==> config.mk <==
export PLATFORM = sky130hd
export DESIGN_NAME = ptp_top
export DESIGN_NICKNAME = d
export VERILOG_FILES = /design/src/rtl/ptp_pkg.sv /design/src/rtl/ptp_prescaler.sv /design/src/rtl/ptp_channel.sv /design/src/rtl/ptp_top.sv
export SDC_FILE = /design/constraint.sdc
export NUM_CORES = 1
export LEC_CHECK = 0
export BUFFER_PORTS_ARGS = -buffer_cell sky130_fd_sc_hd__buf_2
export CAP_MARGIN = 10
export CORE_MARGIN = 8
export CORE_UTILIZATION = 64
export DETAILED_ROUTE_END_ITERATION = 7
export HOLD_SLACK_MARGIN = 0.12
export PLACE_DENSITY = 0.82
export SYNTH_ARGS = -nofsm -noshare
export SYNTH_HDL_FRONTEND = slang
export SYNTH_HIERARCHICAL = 1
export SYNTH_SLANG_ARGS = --single-unit
==> constraint.sdc <==
create_clock -name sys_clk -period 9.9 [get_ports sys_clk]
set_input_delay 1.485 -clock sys_clk [delete_from_list [all_inputs] [get_ports sys_clk]]
set_output_delay 1.485 -clock sys_clk [all_outputs]
set_load 0.05 [all_outputs]
==> src/rtl/ptp_pkg.sv <==
// Constants and state types of the period timer with six waveform channels.
// Assumes one 100 MHz clock and a 32-bit APB slave port.
`default_nettype none

package ptp_pkg;
    // ----------------------------------------------------------------
    // Register indices; byte address is four times the index
    // ----------------------------------------------------------------
    localparam logic [7:0] IDX_CTRL   = 8'hA1;
    localparam logic [7:0] IDX_CNT_LO = 8'hA2;
    localparam logic [7:0] IDX_CNT_HI = 8'hA3;
    localparam logic [7:0] IDX_PER_LO = 8'hA4;
    localparam logic [7:0] IDX_PER_HI = 8'hA5;
    localparam logic [7:0] IDX_IE_MAIN = 8'hA8;
    localparam logic [7:0] IDX_IE_SEC  = 8'h9A;
    localparam logic [7:0] IDX_IRQ2   = 8'hBF;
    localparam logic [7:0] IDX_INV    = 8'hBC;
    localparam logic [7:0] IDX_HALF   = 8'hBD;
    localparam logic [7:0] IDX_SEL    = 8'hBE;
    localparam logic [5:0][7:0] IDX_DUTY_LO = {8'hB5, 8'hB3, 8'hB1, 8'hAD, 8'hAB, 8'hA6};
    localparam logic [5:0][7:0] IDX_DUTY_HI = {8'hB6, 8'hB4, 8'hB2, 8'hAE, 8'hAC, 8'hA7};

    // ----------------------------------------------------------------
    // Field positions and reset values
    // ----------------------------------------------------------------
    localparam int         CTRL_EN_BIT   = 7;
    localparam int         CTRL_RATE_LSB = 4;
    localparam int         IE_MAIN_ALL_BIT = 7;
    localparam int         IE_SEC_PER_BIT  = 1;
    localparam int         IRQ2_FLAG_BIT = 1;
    localparam int         NUM_CH        = 6;
    localparam int         APB_AW        = 12;
    localparam logic [7:0]  RST_BYTE     = 8'h00;
    localparam logic [15:0] RST_WORD     = 16'h0000;
    localparam logic [6:0]  PRE_FULL     = 7'h7F;

    typedef struct packed {
        logic [6:0] cnt;
    } ptp_pre_s;

    typedef struct packed {
        logic pin;
        logic owned;
        logic synced;
        logic phase;
    } ptp_chan_s;

    typedef struct packed {
        logic              en;
        logic [2:0]        rate;
        logic [5:0]        inv;
        logic [5:0]        half;
        logic [5:0]        sel;
        logic [15:0]       period;
        logic [15:0]       act_per;
        logic [15:0]       count;
        logic [5:0][15:0]  duty;
        logic              all_ie;
        logic              per_ie;
        logic              flag;
        logic              stopped;
        logic              ready;
        logic              slverr;
        logic [31:0]       rdata;
        logic              irq;
        logic              wake;
    } ptp_state_s;
endpackage

`default_nettype wire

==> src/rtl/ptp_prescaler.sv <==
// Clock divider that makes the counter tick from the system clock.
// Assumes the rate select and run level come from the same clock.
`default_nettype none

module ptp_prescaler (
    input  wire logic       sys_clk,
    input  wire logic       rstn,
    input  wire logic       ce,
    input  wire logic       run,
    input  wire logic [2:0] rate,
    output logic            tick
);
    import ptp_pkg::*;

    ptp_pre_s   r;
    ptp_pre_s   n;
    logic [6:0] mask;

    // Mask shrinks by one bit per rate step: 0 divides by 128, 7 by 1
    always_comb begin
        n    = r;
        mask = PRE_FULL >> rate;
        tick = run && ((r.cnt & mask) == mask);
        n.cnt = run ? r.cnt + 7'h01 : 7'h00;
    end

    // State register, frozen while the clock enable is low
    always_ff @(posedge sys_clk) begin
        if (!rstn) begin
            r <= '0;
        end else if (ce) begin
            r <= n;
        end
    end
endmodule

`default_nettype wire

==> src/rtl/ptp_channel.sv <==
// One waveform channel: compare, invert, half rate and pin handover.
// Assumes counter, duty and controls come from the same clock.
`default_nettype none

module ptp_channel (
    input  wire logic        sys_clk,
    input  wire logic        rstn,
    input  wire logic        ce,
    input  wire logic        run,
    input  wire logic        start,
    input  wire logic        wrap,
    input  wire logic [15:0] count,
    input  wire logic [15:0] period,
    input  wire logic [15:0] duty,
    input  wire logic        select,
    input  wire logic        invert,
    input  wire logic        half,
    input  wire logic        gpio_level,
    output logic             pin_level,
    output logic             pin_owned
);
    import ptp_pkg::*;

    ptp_chan_s   r;
    ptp_chan_s   n;
    logic [16:0] span;
    logic        wave;

    // Half rate treats two periods as one span and doubles the duty
    always_comb begin
        n    = r;
        span = r.phase ? {1'b0, period} + {1'b0, count} : {1'b0, count};
        wave = half ? (span < {duty, 1'b0}) : (count < duty);
        // Handover waits for a cycle start, so no partial pulse appears unless half is set and phase is high
        if (!run || !select) begin
            n.synced = 1'b0;
        end else if (start) begin
            n.synced = 1'b1;
        end
        if (!run) begin
            n.phase = 1'b0;
        end else if (wrap) begin
            n.phase = ~r.phase;
        end
        n.owned = n.synced;
        n.pin   = n.synced ? (wave ^ invert) : gpio_level;
    end

    assign pin_level = r.pin;
    assign pin_owned = r.owned;

    // State register, frozen while the clock enable is low
    always_ff @(posedge sys_clk) begin
        if (!rstn) begin
            r <= '0;
        end else if (ce) begin
            r <= n;
        end
    end
endmodule

`default_nettype wire

==> src/rtl/ptp_top.sv <==
// Period timer with six waveform channels behind an APB register slave.
// Assumes one 100 MHz clock; GPIO levels and the vector acknowledge
// come from logic on that same clock.
//
// Overview of operation
// 16-bit counter clears at period, raises interrupt
// Six channels, each with own duty
// Select bit hands pin; clearing restores GPIO
// Timer enable low returns pins to GPIO
// Pin handover only at a cycle start
// Output high when counter starts at zero
// Counter cycle length comes from period register
// Output goes low when counter equals duty
// Period minus one wraps to zero, outputs high
// Wrap sets period flag; software reads, writes
// Enabled flag requests interrupt and wakes idle
// Software keeps duty not above period
// Divider select: 128 down to undivided
// Invert bit complements the pin waveform
// Frequency bit halves the pin waveform rate
// Enabling with zero period stops timer
// Software sets period before enabling timer
// Request flag is bit 1 of request register
// Select bits 5 to 0 choose waveform
// Vector acknowledge clears the period flag
//
// The APB slave port was left to the implementer.
`default_nettype none

module ptp_top (
    input  wire logic                      sys_clk,
    input  wire logic                      rstn,
    input  wire logic                      ce,
    input  wire logic                      psel,
    input  wire logic                      penable,
    input  wire logic                      pwrite,
    input  wire logic [ptp_pkg::APB_AW-1:0] paddr,
    input  wire logic [31:0]               pwdata,
    output logic [31:0]                    prdata,
    output logic                           pready,
    output logic                           pslverr,
    input  wire logic [5:0]                gpio_level,
    input  wire logic                      int_ack,
    output logic [5:0]                     wave_out_n,
    output logic [5:0]                     pin_owned,
    output logic                           period_irq,
    output logic                           idle_wake
);
    import ptp_pkg::*;

    // ----------------------------------------------------------------
    // State and shared combinational terms
    // ----------------------------------------------------------------
    ptp_state_s r;
    ptp_state_s n;
    logic       tick;
    logic       running;
    logic       wrap;
    logic       start;
    logic       access;
    logic       do_wr;
    logic       hit;
    logic       addr_ok;
    logic [7:0] idx;
    logic [7:0] rd;
    logic [7:0] wb;

    assign running = r.en && !r.stopped;
    assign idx     = paddr[9:2];
    assign addr_ok = (paddr[1:0] == 2'b00) && (paddr[APB_AW-1:10] == '0);
    assign access  = psel && penable;
    assign do_wr   = access && r.ready && pwrite && hit;
    assign wb      = pwdata[7:0];

    // Cycle boundaries seen by every channel
    assign wrap  = tick && running && (r.count == r.act_per - 16'h0001);
    assign start = tick && running && (r.count == RST_WORD);

    // ----------------------------------------------------------------
    // Read decode
    // ----------------------------------------------------------------
    // Unlisted bits of the shared enable and request registers read zero
    always_comb begin
        rd  = RST_BYTE;
        hit = 1'b1;
        case (idx)
            IDX_CTRL:   rd = {r.en, r.rate, 4'h0};
            IDX_CNT_LO: rd = r.count[7:0];
            IDX_CNT_HI: rd = r.count[15:8];
            IDX_PER_LO: rd = r.period[7:0];
            IDX_PER_HI: rd = r.period[15:8];
            IDX_IE_MAIN: rd = {r.all_ie, 7'h00};
            IDX_IE_SEC:  rd = {6'h00, r.per_ie, 1'b0};
            IDX_IRQ2:   rd = {6'h00, r.flag, 1'b0};
            IDX_INV:    rd = {2'b00, r.inv};
            IDX_HALF:   rd = {2'b00, r.half};
            IDX_SEL:    rd = {2'b00, r.sel};
            default:    hit = 1'b0;
        endcase
        for (int i = 0; i < NUM_CH; i++) begin
            if (idx == IDX_DUTY_LO[i]) begin
                rd  = r.duty[i][7:0];
                hit = 1'b1;
            end
            if (idx == IDX_DUTY_HI[i]) begin
                rd  = r.duty[i][15:8];
                hit = 1'b1;
            end
        end
        if (!addr_ok) begin
            hit = 1'b0;
            rd  = RST_BYTE;
        end
    end

    // ----------------------------------------------------------------
    // Next state
    // ----------------------------------------------------------------
    always_comb begin
        n = r;

        // Bus answer: one wait state; ready, error and data stand one cycle
        // Data and error clear with ready so a stale byte never lingers
        n.ready  = 1'b0;
        n.slverr = 1'b0;
        n.rdata  = 32'h00000000;
        if (access && !r.ready) begin
            n.ready  = 1'b1;
            n.slverr = !hit;
            n.rdata  = {24'h000000, rd};
        end

        // Register writes take effect on the edge that completes the access
        if (do_wr) begin
            case (idx)
                IDX_CTRL: begin
                    n.rate = wb[CTRL_RATE_LSB +: 3];
                    n.en   = wb[CTRL_EN_BIT];
                    if (!wb[CTRL_EN_BIT]) begin
                        n.stopped = 1'b0;
                    end else if (!r.en) begin
                        // A zero period at enable locks the timer until disabled
                        n.stopped = (r.period == RST_WORD);
                        n.count   = RST_WORD;
                        n.act_per = r.period;
                    end
                end
                IDX_PER_LO: begin
                    if (!r.stopped) begin
                        n.period[7:0] = wb;
                    end
                end
                IDX_PER_HI: begin
                    if (!r.stopped) begin
                        n.period[15:8] = wb;
                    end
                end
                IDX_IE_MAIN: n.all_ie = wb[IE_MAIN_ALL_BIT];
                IDX_IE_SEC:  n.per_ie = wb[IE_SEC_PER_BIT];
                IDX_IRQ2: n.flag   = wb[IRQ2_FLAG_BIT];
                IDX_INV:  n.inv    = wb[5:0];
                IDX_HALF: n.half   = wb[5:0];
                IDX_SEL:  n.sel    = wb[5:0];
                default: begin
                end
            endcase
            for (int i = 0; i < NUM_CH; i++) begin
                if (idx == IDX_DUTY_LO[i]) begin
                    n.duty[i][7:0] = wb;
                end
                if (idx == IDX_DUTY_HI[i]) begin
                    n.duty[i][15:8] = wb;
                end
            end
        end

        // Counter: counts on each divided tick, wraps at period minus one
        if (!r.en) begin
            n.count = RST_WORD;
        end else if (wrap) begin
            n.count   = RST_WORD;
            n.act_per = r.period;
        end else if (tick && running) begin
            n.count = r.count + 16'h0001;
        end

        // Vector acknowledge clears the flag
        if (int_ack) begin
            n.flag = 1'b0;
        end
        // Wrap comes last so a set in the same cycle as a clear wins
        if (wrap) begin
            n.flag = 1'b1;
        end

        // Requests follow the flag; wake needs only the period interrupt enable, not the main one
        n.irq  = n.flag && n.per_ie && n.all_ie;
        n.wake = n.flag && n.per_ie;
    end

    // ----------------------------------------------------------------
    // State register
    // ----------------------------------------------------------------
    // Frozen while the clock enable is low, bus answer included
    always_ff @(posedge sys_clk) begin
        if (!rstn) begin
            r <= '0;
        end else if (ce) begin
            r <= n;
        end
    end

    assign prdata     = r.rdata;
    assign pready     = r.ready;
    assign pslverr    = r.slverr;
    assign period_irq = r.irq;
    assign idle_wake  = r.wake;

    // ----------------------------------------------------------------
    // Divider and channels
    // ----------------------------------------------------------------
    ptp_prescaler u_pre (
        .sys_clk (sys_clk),
        .rstn    (rstn),
        .ce      (ce),
        .run     (running),
        .rate    (r.rate),
        .tick    (tick)
    );

    // Each channel registers its own pin level and ownership
    for (genvar g = 0; g < NUM_CH; g++) begin : g_ch
        ptp_channel u_ch (
            .sys_clk    (sys_clk),
            .rstn       (rstn),
            .ce         (ce),
            .run        (running),
            .start      (start),
            .wrap       (wrap),
            .count      (r.count),
            .period     (r.act_per),
            .duty       (r.duty[g]),
            .select     (r.sel[g]),
            .invert     (r.inv[g]),
            .half       (r.half[g]),
            .gpio_level (gpio_level[g]),
            .pin_level  (wave_out_n[g]),
            .pin_owned  (pin_owned[g])
        );
    end
endmodule

`default_nettype wire

* Yosys cells after proc, flatten, opt, wreduce, memory -nomap -nowiden
Index checks and enable logic that the tools add are counted.
** Storage, ports and cells
- Output and inout bits :: 48
- Bits of input ports :: 57
- Register bits after elaboration :: 231
- Logic and storage cells :: 264
** Cells by class
- Add/sub/neg operators :: 4
- Equality and inequality tests :: 28
- Multiplexer cells :: 101
- $lt $le $gt $ge :: 12
- Bitwise operators :: 14
- Reduce and logical (&&, ||, !) cells :: 55
- Shifts and indexed selects :: 1
** Operators by type and width (count)
- 2-to-1 mux 8 bit :: 25
- == test 8 bit, second input constant :: 23
- 2-to-1 mux 132 bit :: 1
- less-than comparator 17 bit :: 6
- 2-to-1 mux 17 bit :: 6
- less-than comparator 16 bit :: 6
- 2-to-1 mux 32 bit :: 3
- case mux 8 bit (11 select lines) :: 1
- 2-to-1 mux 16 bit :: 5
- 2-to-1 mux 1 bit :: 58
- AND reduction 3 bit :: 16
- 2-to-1 mux 34 bit :: 1
- logical NOT 16 bit :: 2
- adder 16 x 16 -> 17 bit :: 1
- adder 16 x 1 -> 16 bit, second input constant :: 1
- == test 16 bit :: 1
- subtractor 16 x 1 -> 16 bit, second input constant :: 1
- logical AND 1 bit :: 13
- AND reduction 4 bit :: 3
- OR reduction 11 bit :: 1
- logical NOT 1 bit :: 10
- adder 7 x 1 -> 7 bit, second input constant :: 1
- AND 7 bit :: 1
- == test 7 bit :: 1
- 9 further kinds :: 28

* Longest topological paths before layout
Gate-level depths: netlist (run 1).
- Word-level depth :: 22
- Gate-level depth with buffers :: 17

* Modules after synthesis
The synthesis (run 1) kept the hierarchy.
** By module, submodules not included
- ptp_top :: cells an instance 1195, instances 1, area each 9716.8 µm², seq. area each 3643.5 µm²
- ptp_channel at g_ch[0].u_ch ... :: cells an instance 240, instances 5, area each 1800.5 µm², seq. area each 60.1 µm²
- ptp_channel at g_ch[1].u_ch :: cells an instance 211, instances 1, area each 1691.6 µm², seq. area each 60.1 µm²
- ptp_prescaler :: cells an instance 41, instances 1, area each 359.1 µm², seq. area each 140.1 µm²

* Worst setup path before layout (run 1)
OpenSTA, ideal clock, no wires.
- Kind :: flip-flop to flip-flop
- From :: reg r[137] in the netlist's numbering
- To :: reg g_ch[1].u_ch.r (netlist bit g_ch[1].u_ch/pin_level)
- Period minus slack after synthesis :: 3.764 ns
- Buffers on the path :: 0
- Slack :: 6.136 ns
- Required time :: 9.777 ns
- Library setup time :: 0.123 ns
- Data arrival time :: 3.641 ns
- Cell stages (with the launch flop) :: 17
- Cell sequence :: dfxtp_1 > fa_1 > a21oi_1 > o211ai_1 > o22a_1 > a41o_1 > a31oi_1 > xor2_1 > a21oi_1 > ha_1 > a21o_1 > a21o_1 > a21oi_1 > o41ai_1 > o22ai_1 > xnor2_1 > a31oi_1
** Between the ends
- Word-level cells in the longest chain between the ends :: 6
** RTL lines
- start, declared :: RTL line ptp_top.sv:54 : ptp_state_s r;
- start signal, assigned :: RTL line ptp_top.sv:209 : r <= n;
- adder 16 x 16 -> 17 bit :: RTL line ptp_channel.sv:32 : span = r.phase ? {1'b0, period} + {1'b0, count} : {1'b0, count};
- 2-to-1 mux 17 bit :: RTL line ptp_channel.sv:32
- less-than comparator 17 bit :: RTL line ptp_channel.sv:33 : wave = half ? (span < {duty, 1'b0}) : (count < duty);
- 2-to-1 mux 1 bit :: RTL line ptp_channel.sv:33
- XOR 1 bit :: RTL line ptp_channel.sv:46 : n.pin = n.synced ? (wave ^ invert) : gpio_level;
- 2-to-1 mux 1 bit (*) :: RTL line ptp_channel.sv:46
- end signal, assigned :: RTL line ptp_channel.sv:57 : r <= n;
- end, declared :: RTL line ptp_channel.sv:24 : ptp_chan_s r;
Mark *: on every way between the ends. The rest lies on a longest branch, timed or not.
A chain may end at the register's enable or synchronous reset.

* Worst setup path after layout (run 1)
- From :: reg r[205] in the netlist's numbering
- To :: reg g_ch[4].u_ch/r[0] in the netlist's numbering
** Between the ends
- Word-level cells in the longest chain between the ends :: 6
** RTL lines
- logical AND 1 bit :: RTL line ptp_top.sv:68 : assign running = r.en && !r.stopped;
- via running :: RTL line ptp_top.sv:57 : logic running;
- logical AND 1 bit :: RTL line ptp_prescaler.sv:23 : tick = run && ((r.cnt & mask) == mask);
- via tick :: RTL line ptp_top.sv:56 : logic tick;
- logical AND 1 bit (2 in series) :: RTL line ptp_top.sv:76 : assign wrap = tick && running && (r.count == r.act_per - 16'h0001);
- via wrap :: RTL line ptp_top.sv:58 : logic wrap;
- inequality test 2 bit (no source line)
- AND reduction 2 bit (no source line)
- end signal, assigned :: RTL line ptp_channel.sv:57
- end, declared :: RTL line ptp_channel.sv:24
The timed path passes the listed nets, and every way through them passes these cells.

==> results of run 1 <==
[metal layers]
metal,up-vias,share of wire,GRT usage
met4,2,0.068,0.236
met1,10200,0.39,0.511
met3,318,0.13,0.103
li1,9750,-,-
met2,1350,0.41,0.571
met5,-,0.00015,0
[Yosys cell counts (35+ instances only)]
master / number
nand3_1: 155
dfxtp_1: 207
nand4_1: 52
clkbuf_1: 86
xor2_1: 36
a21boi_0: 41
nor2_1: 136
nand2_1: 240
ha_1: 274
o21ai_0: 159
a31oi_1: 38
mux2_2: 52
nand2b_1: 37
mux2i_1: 92
a21oi_1: 199
nor2b_1: 67
xnor2_1: 52
nor3_1: 39
buf_4: 35
inv_1: 167
a21o_1: 47
[cell usage in the layout, fill, tap and decap left out, drive strengths merged, types with 27 or more instances in the layout]
master and n:
a211oi 31, inv 171, nand2b 37, nand2 241, buf 103, nor3 45, o21ai 176, nor2b 67
mux2 53, a31oi 38, nor2 136, dfxtp 207, nand3 155, ha 274, clkbuf 27, xor2 36
mux2i 92, a21oi 206, xnor2 52, nand4 54, a21boi 41, a21o 48
[kinds of logic (layout without fill, tap and decap cells)]
family | Yosys count | in the layout | share of synthesized area
other cells | 1 | 29 | 0.000181
compound gates | 761 | 761 | 0.249
mux | 145 | 145 | 0.0733
flops | 207 | 207 | 0.200
simple gates | 845 | 845 | 0.205
xor+xnor | 88 | 88 | 0.0371
buf+inv | 320 | 316 | 0.0653
fa+ha+maj | 280 | 280 | 0.171
[final cells by class]
type                    count  area, um2
multi-input cells        2143      15400
clock inverters            14        221
repair buffers            103        639
diodes                      5       12.5
fillers                  2671      10100
well taps                 442        553
clock buffers              27        621
inverters                 172        646
flip-flops and latches    207       4140
[per-stage QoR]
stage,instances,setup slack [ns],power [mW]
floorplan,2670,6.14,0.952
global placement,3067,5.03,0.990
detailed placement,3067,5.03,0.991
CTS,3108,5.12,1.94
global route,3109,4.71,1.99
finish,3113,4.82,1.95
[worst paths after layout]
| check | to | slack (ns) | cells past startpoint |
|---|---|---|---|
| worst max-delay path | g_ch[4].u_ch/r[0]$_SDFFE_PN0P_ | 4.82 | 14 |
| worst min-delay path | r[73]$_SDFFE_PN0P_ | 0.48 | 2 |
| worst max register to register | g_ch[4].u_ch/r[0]$_SDFFE_PN0P_ | 4.82 | 14 |
| worst min register to register | r[73]$_SDFFE_PN0P_ | 0.48 | 2 |
[critical path, cell delays in order (launching register included)]
cell	delay, ns
dfxtp_1	0.46
nor2b_2	0.20
buf_4	0.34
nand2_1	0.10
a211oi_1	1.01
and3b_1	0.38
nand3_1	0.12
or3_1	0.37
nor4_1	0.26
and3_1	0.17
and3_1	0.86
nor2b_1	0.14
o21ai_0	0.23
o21ai_0	0.12
and2_1	0.20
[flip-flops by register name, indices dropped and copies added, names as in the netlist]
name,flops
r,170
g_ch.u_ch/r,12
prdata,8
u_pre/r,7
g_ch.u_ch/pin_level,6
idle_wake,1
period_irq,1
pready,1
pslverr,1
[power by group through the flow]
stage,clock (mW),combinational (mW),sequential (mW)
2_1_floorplan,0,0.0885,0.863
3_3_place_gp,0,0.133,0.857
3_5_place_dp,0,0.134,0.857
4_1_cts,0.968,0.134,0.838
5_1_grt,1.01,0.144,0.838
6_report,0.973,0.140,0.839
==> impl_metrics.toml, run 1 <==
[route]
drt_iter0_markers = 2528
vias = 21600
dr.pass1.iters = 8
route.antenna.remaining_nets = 0
drc = 1
wirelength_um = 78800
vias_per_cell = 6.94
wl_per_cell_um = 25.3

[critical_path]
worstPathArrival_ns = 5.51
startpoint = "r[205]$_SDFFE_PN0P_"
critical_path_class = "register to register"
required_ns = 10.33
cp-end-kind = "register"
r2r-start = "r[205]$_SDFFE_PN0P_"
cp-start-kind = "register"
path_max_fanout = 20

[floorplanning]
initial_core_util = 0.643
core_um2 = 32300
fp-row-count = 66
io_pins = 105
die_y_um = 196
die_w_um = 196
die-area_um2 = 38500

[yosys]
syn_avg_cell_area_um2 = 7.85
synthCells = 2647
synthDistinctLibCells = 92
syn_area_um2 = 20800
yosys_warnings = 6
async_flop_share = 0
ys_ff_latch = 207
ys.flop_type = "dfxtp_1"
synth_area_leader_cell = "dfxtp_1"
yosysSeqAreaShare = 0.200
yosys.area.top_type_share = 0.200
synth-edff-count = 0
ys_top_cells_by_area = "dfxtp_1, ha_1, a21oi_1, mux2i_1, nand2_1"

[sta]
rsz0062_at_grt = "false"
min_period_ns = 5.08
slew_headroom = 0.174
setup_violations = 0
report.final.slew_viol_count = 0
clock_skew_ns = 0.0139
tns_ns = 0
fin_crit_sh = 0.513
hold_slack_ns = 0.485
hold_viol_final = 0
worst_slew_pin_slew_ns = 1.23
fmax_mhz = 197

[grt]
grt_pass1_wl_um = 118000
track_usage = 0.392
antenna_found_initial = 2
grt_max_degree = 83
grt_overflow_total = 0
grt_pass1_vias = 20200

[clock_network]
clk_path_buf_depth = 3
clk_latency_ns = 0.54
clk_pin_slew_ns = 0.07
cts_inserted_buffers = 23
htree_levels = 1
cts_resized = 0
cts_root_buf = "clkbuf_16"
cts_tree = "built"
postCtsSetupRepairBufs = 0
cts_sinks = 207
ctsHoldBuffers = 0

[power]
seq_power_share = 0.430
vdd_drop_max_mv = 0.145
p_comb_frac = 0.072
clock_power_share = 0.499
internal-power_mw = 1.45
p_per_area_nw_per_um2 = 87.9
power_switching_uw = 501
sw_frac_of_total = 0.257
p_leak_nw = 9.92

[finish]
final_core_util = 0.688
syn2layout_area_growth_pct = 6.93
drive_gt1_frac = 0.0975
final_nets = 2987
final_area_um2 = 22200

[run]
maxCapViolCount = 0

[min_path]
min_from = "r[73]$_SDFFE_PN0P_"
hold_class = "register to register"

[place]
io_buffers = 56
dpl_cell_area_um2 = 21400
gp_congestion = 1.04
dp.final_hpwl_um = 56000

[outcome]
violations = "DRC"
status = "complete, but fails checks"
No activity file was read; power rests on OpenSTA's default activity.
==> run 2: changes to the inputs <==
- CORE_UTILIZATION: 64 -> 58
- PLACE_DENSITY: 0.82 -> 0.78
- clock period: 9.9 -> 4.5 ns (I/O delays scaled with it)
==> impl_metrics.toml, run 2 (same netlist as run 1, synthesis figures left out) <==
[outcome]
status = "completed"

[route]
drt_iter0_markers = 2244
route.antenna.remaining_nets = 0
wl_per_cell_um = 25.5
wirelength_um = 81100
vias_per_cell = 6.89
dr.pass1.iters = 6
drc = 0
vias = 21900

[sta]
tns_ns = 0
hold_slack_ns = 0.486
min_period_ns = 4.21
slew_headroom = 0.299
rsz0062_at_grt = "false"
report.final.slew_viol_count = 0
hold_viol_final = 0
fmax_mhz = 237
setup_violations = 0
clock_skew_ns = 0.0276
fin_crit_sh = 0.936
worst_slew_pin_slew_ns = 1.05

[clock_network]
clk_latency_ns = 0.55
cts_resized = 0
cts_inserted_buffers = 24
htree_levels = 1
cts_root_buf = "clkbuf_16"
cts_sinks = 207
postCtsSetupRepairBufs = 0
ctsHoldBuffers = 0
clk_path_buf_depth = 3
cts_tree = "built"
clk_pin_slew_ns = 0.07

[critical_path]
cp-start-kind = "register"
cpMaxStageDelayCell = "fa_1"
r2r-start = "r[152]$_SDFFE_PN0P_"
worstPathArrival_ns = 4.63
r2r_slack_ns = 0.29
reg2regPathDepth = 16
required_ns = 4.91
crit_chain = "and2_1, fa_1, a21oi_1, o211ai_1, o22a_1, a41o_1, a31oi_1, xor2_1, a21oi_1, ha_1, nand4_1, o41ai_1, o22ai_1, buf_4, xnor2_1, a31oi_1"
timing.rr.end = "g_ch[1].u_ch/pin_level$_SDFFE_PN0P_"
critPathCapture = "g_ch[1].u_ch/pin_level$_SDFFE_PN0P_"
critical_path_class = "register to register"
path_max_fanout = 3
cp-end-kind = "register"
slowest_delay_ns = 0.41
startpoint = "r[152]$_SDFFE_PN0P_"

[floorplanning]
die_y_um = 205
initial_core_util = 0.587
die_w_um = 205
die-area_um2 = 42100
core_um2 = 35400
io_pins = 105
fp-row-count = 69

[finish]
final_nets = 3027
final_common_cell = "ha_1"
drive_gt1_frac = 0.110
largest_reg_flops = 170
syn2layout_area_growth_pct = 8.35
final_cell_mix = "ha_1, nand2_1, dfxtp_1"
regMostFlops = "r"

[grt]
grt_pass1_wl_um = 120000
grt_overflow_total = 0
grt_max_degree = 75
track_usage = 0.368
antenna_found_initial = 2
grt_pass1_vias = 20100

[power]
vdd_drop_max_mv = 0.330
p_total_mw = 4.18
p_leak_nw = 10.1
p_per_area_nw_per_um2 = 186

[place]
dp.final_hpwl_um = 59400
gp_congestion = 1.08
io_buffers = 56

[min_path]
min_from = "r[73]$_SDFFE_PN0P_"
hold_class = "register to register"

[run]
maxCapViolCount = 0
-- run 2: final cells by class --
type | instances | area, um2
tap | 461 | 577
antenna | 6 | 15.0
timing repair buffer | 142 | 957
multi-input combinational | 2143 | 15400
sequential | 207 | 4140
inverter | 172 | 646
clock buffer | 35 | 723
clock inverter | 8 | 71.3
fill | 3171 | 12900
-- run 2: stage by stage --
stage               setup WS, ns  utilization  cell area (um2)  instances
floorplan                  0.736            -            20900       2670
global placement           0.446        0.613            21700       3125
detailed placement         0.409        0.613            21700       3125
CTS                        0.389        0.635            22500       3168
global route               0.149        0.635            22500       3168
finish                     0.286        0.636            22500       3174
-- run 2: how the worst min path moves through the flow --
stage / end / cells past startpoint
after floorplan: r[95]$_SDFFE_PN0P_ / 2
after global placement: r[73]$_SDFFE_PN0P_ / 2
after detailed placement: r[73]$_SDFFE_PN0P_ / 2
after CTS: r[73]$_SDFFE_PN0P_ / 2
after global routing: r[73]$_SDFFE_PN0P_ / 2
final: r[73]$_SDFFE_PN0P_ / 2
-- run 2: where the power goes --
group	switching (mW)	leakage, nW	internal [mW]
registers	0.00669	1.67	1.84
clock network	0.848	0.394	1.17
logic	0.248	8.06	0.0709
total	1.10	10.1	3.08
-- run 2: per-layer routing --
| layer | GRT usage | vias to the layer above | part of all wire |
|---|---|---|---|
| met4 | 0.183 | 0 | 0.053 |
| met5 | 0 | - | 0 |
| met1 | 0.490 | 10300 | 0.40 |
| met2 | 0.543 | 1424 | 0.42 |
| met3 | 0.0995 | 287 | 0.13 |
| li1 | - | 9816 | - |
-- run 2: critical path: cells and delay by family (launching register included) --
kind,cells,cell delay (ns)
fa+ha+maj,2,0.76
xor+xnor,2,0.56
simple gates,2,0.29
buf+inv,1,0.15
flops,1,0.32
compound gates,9,2.03
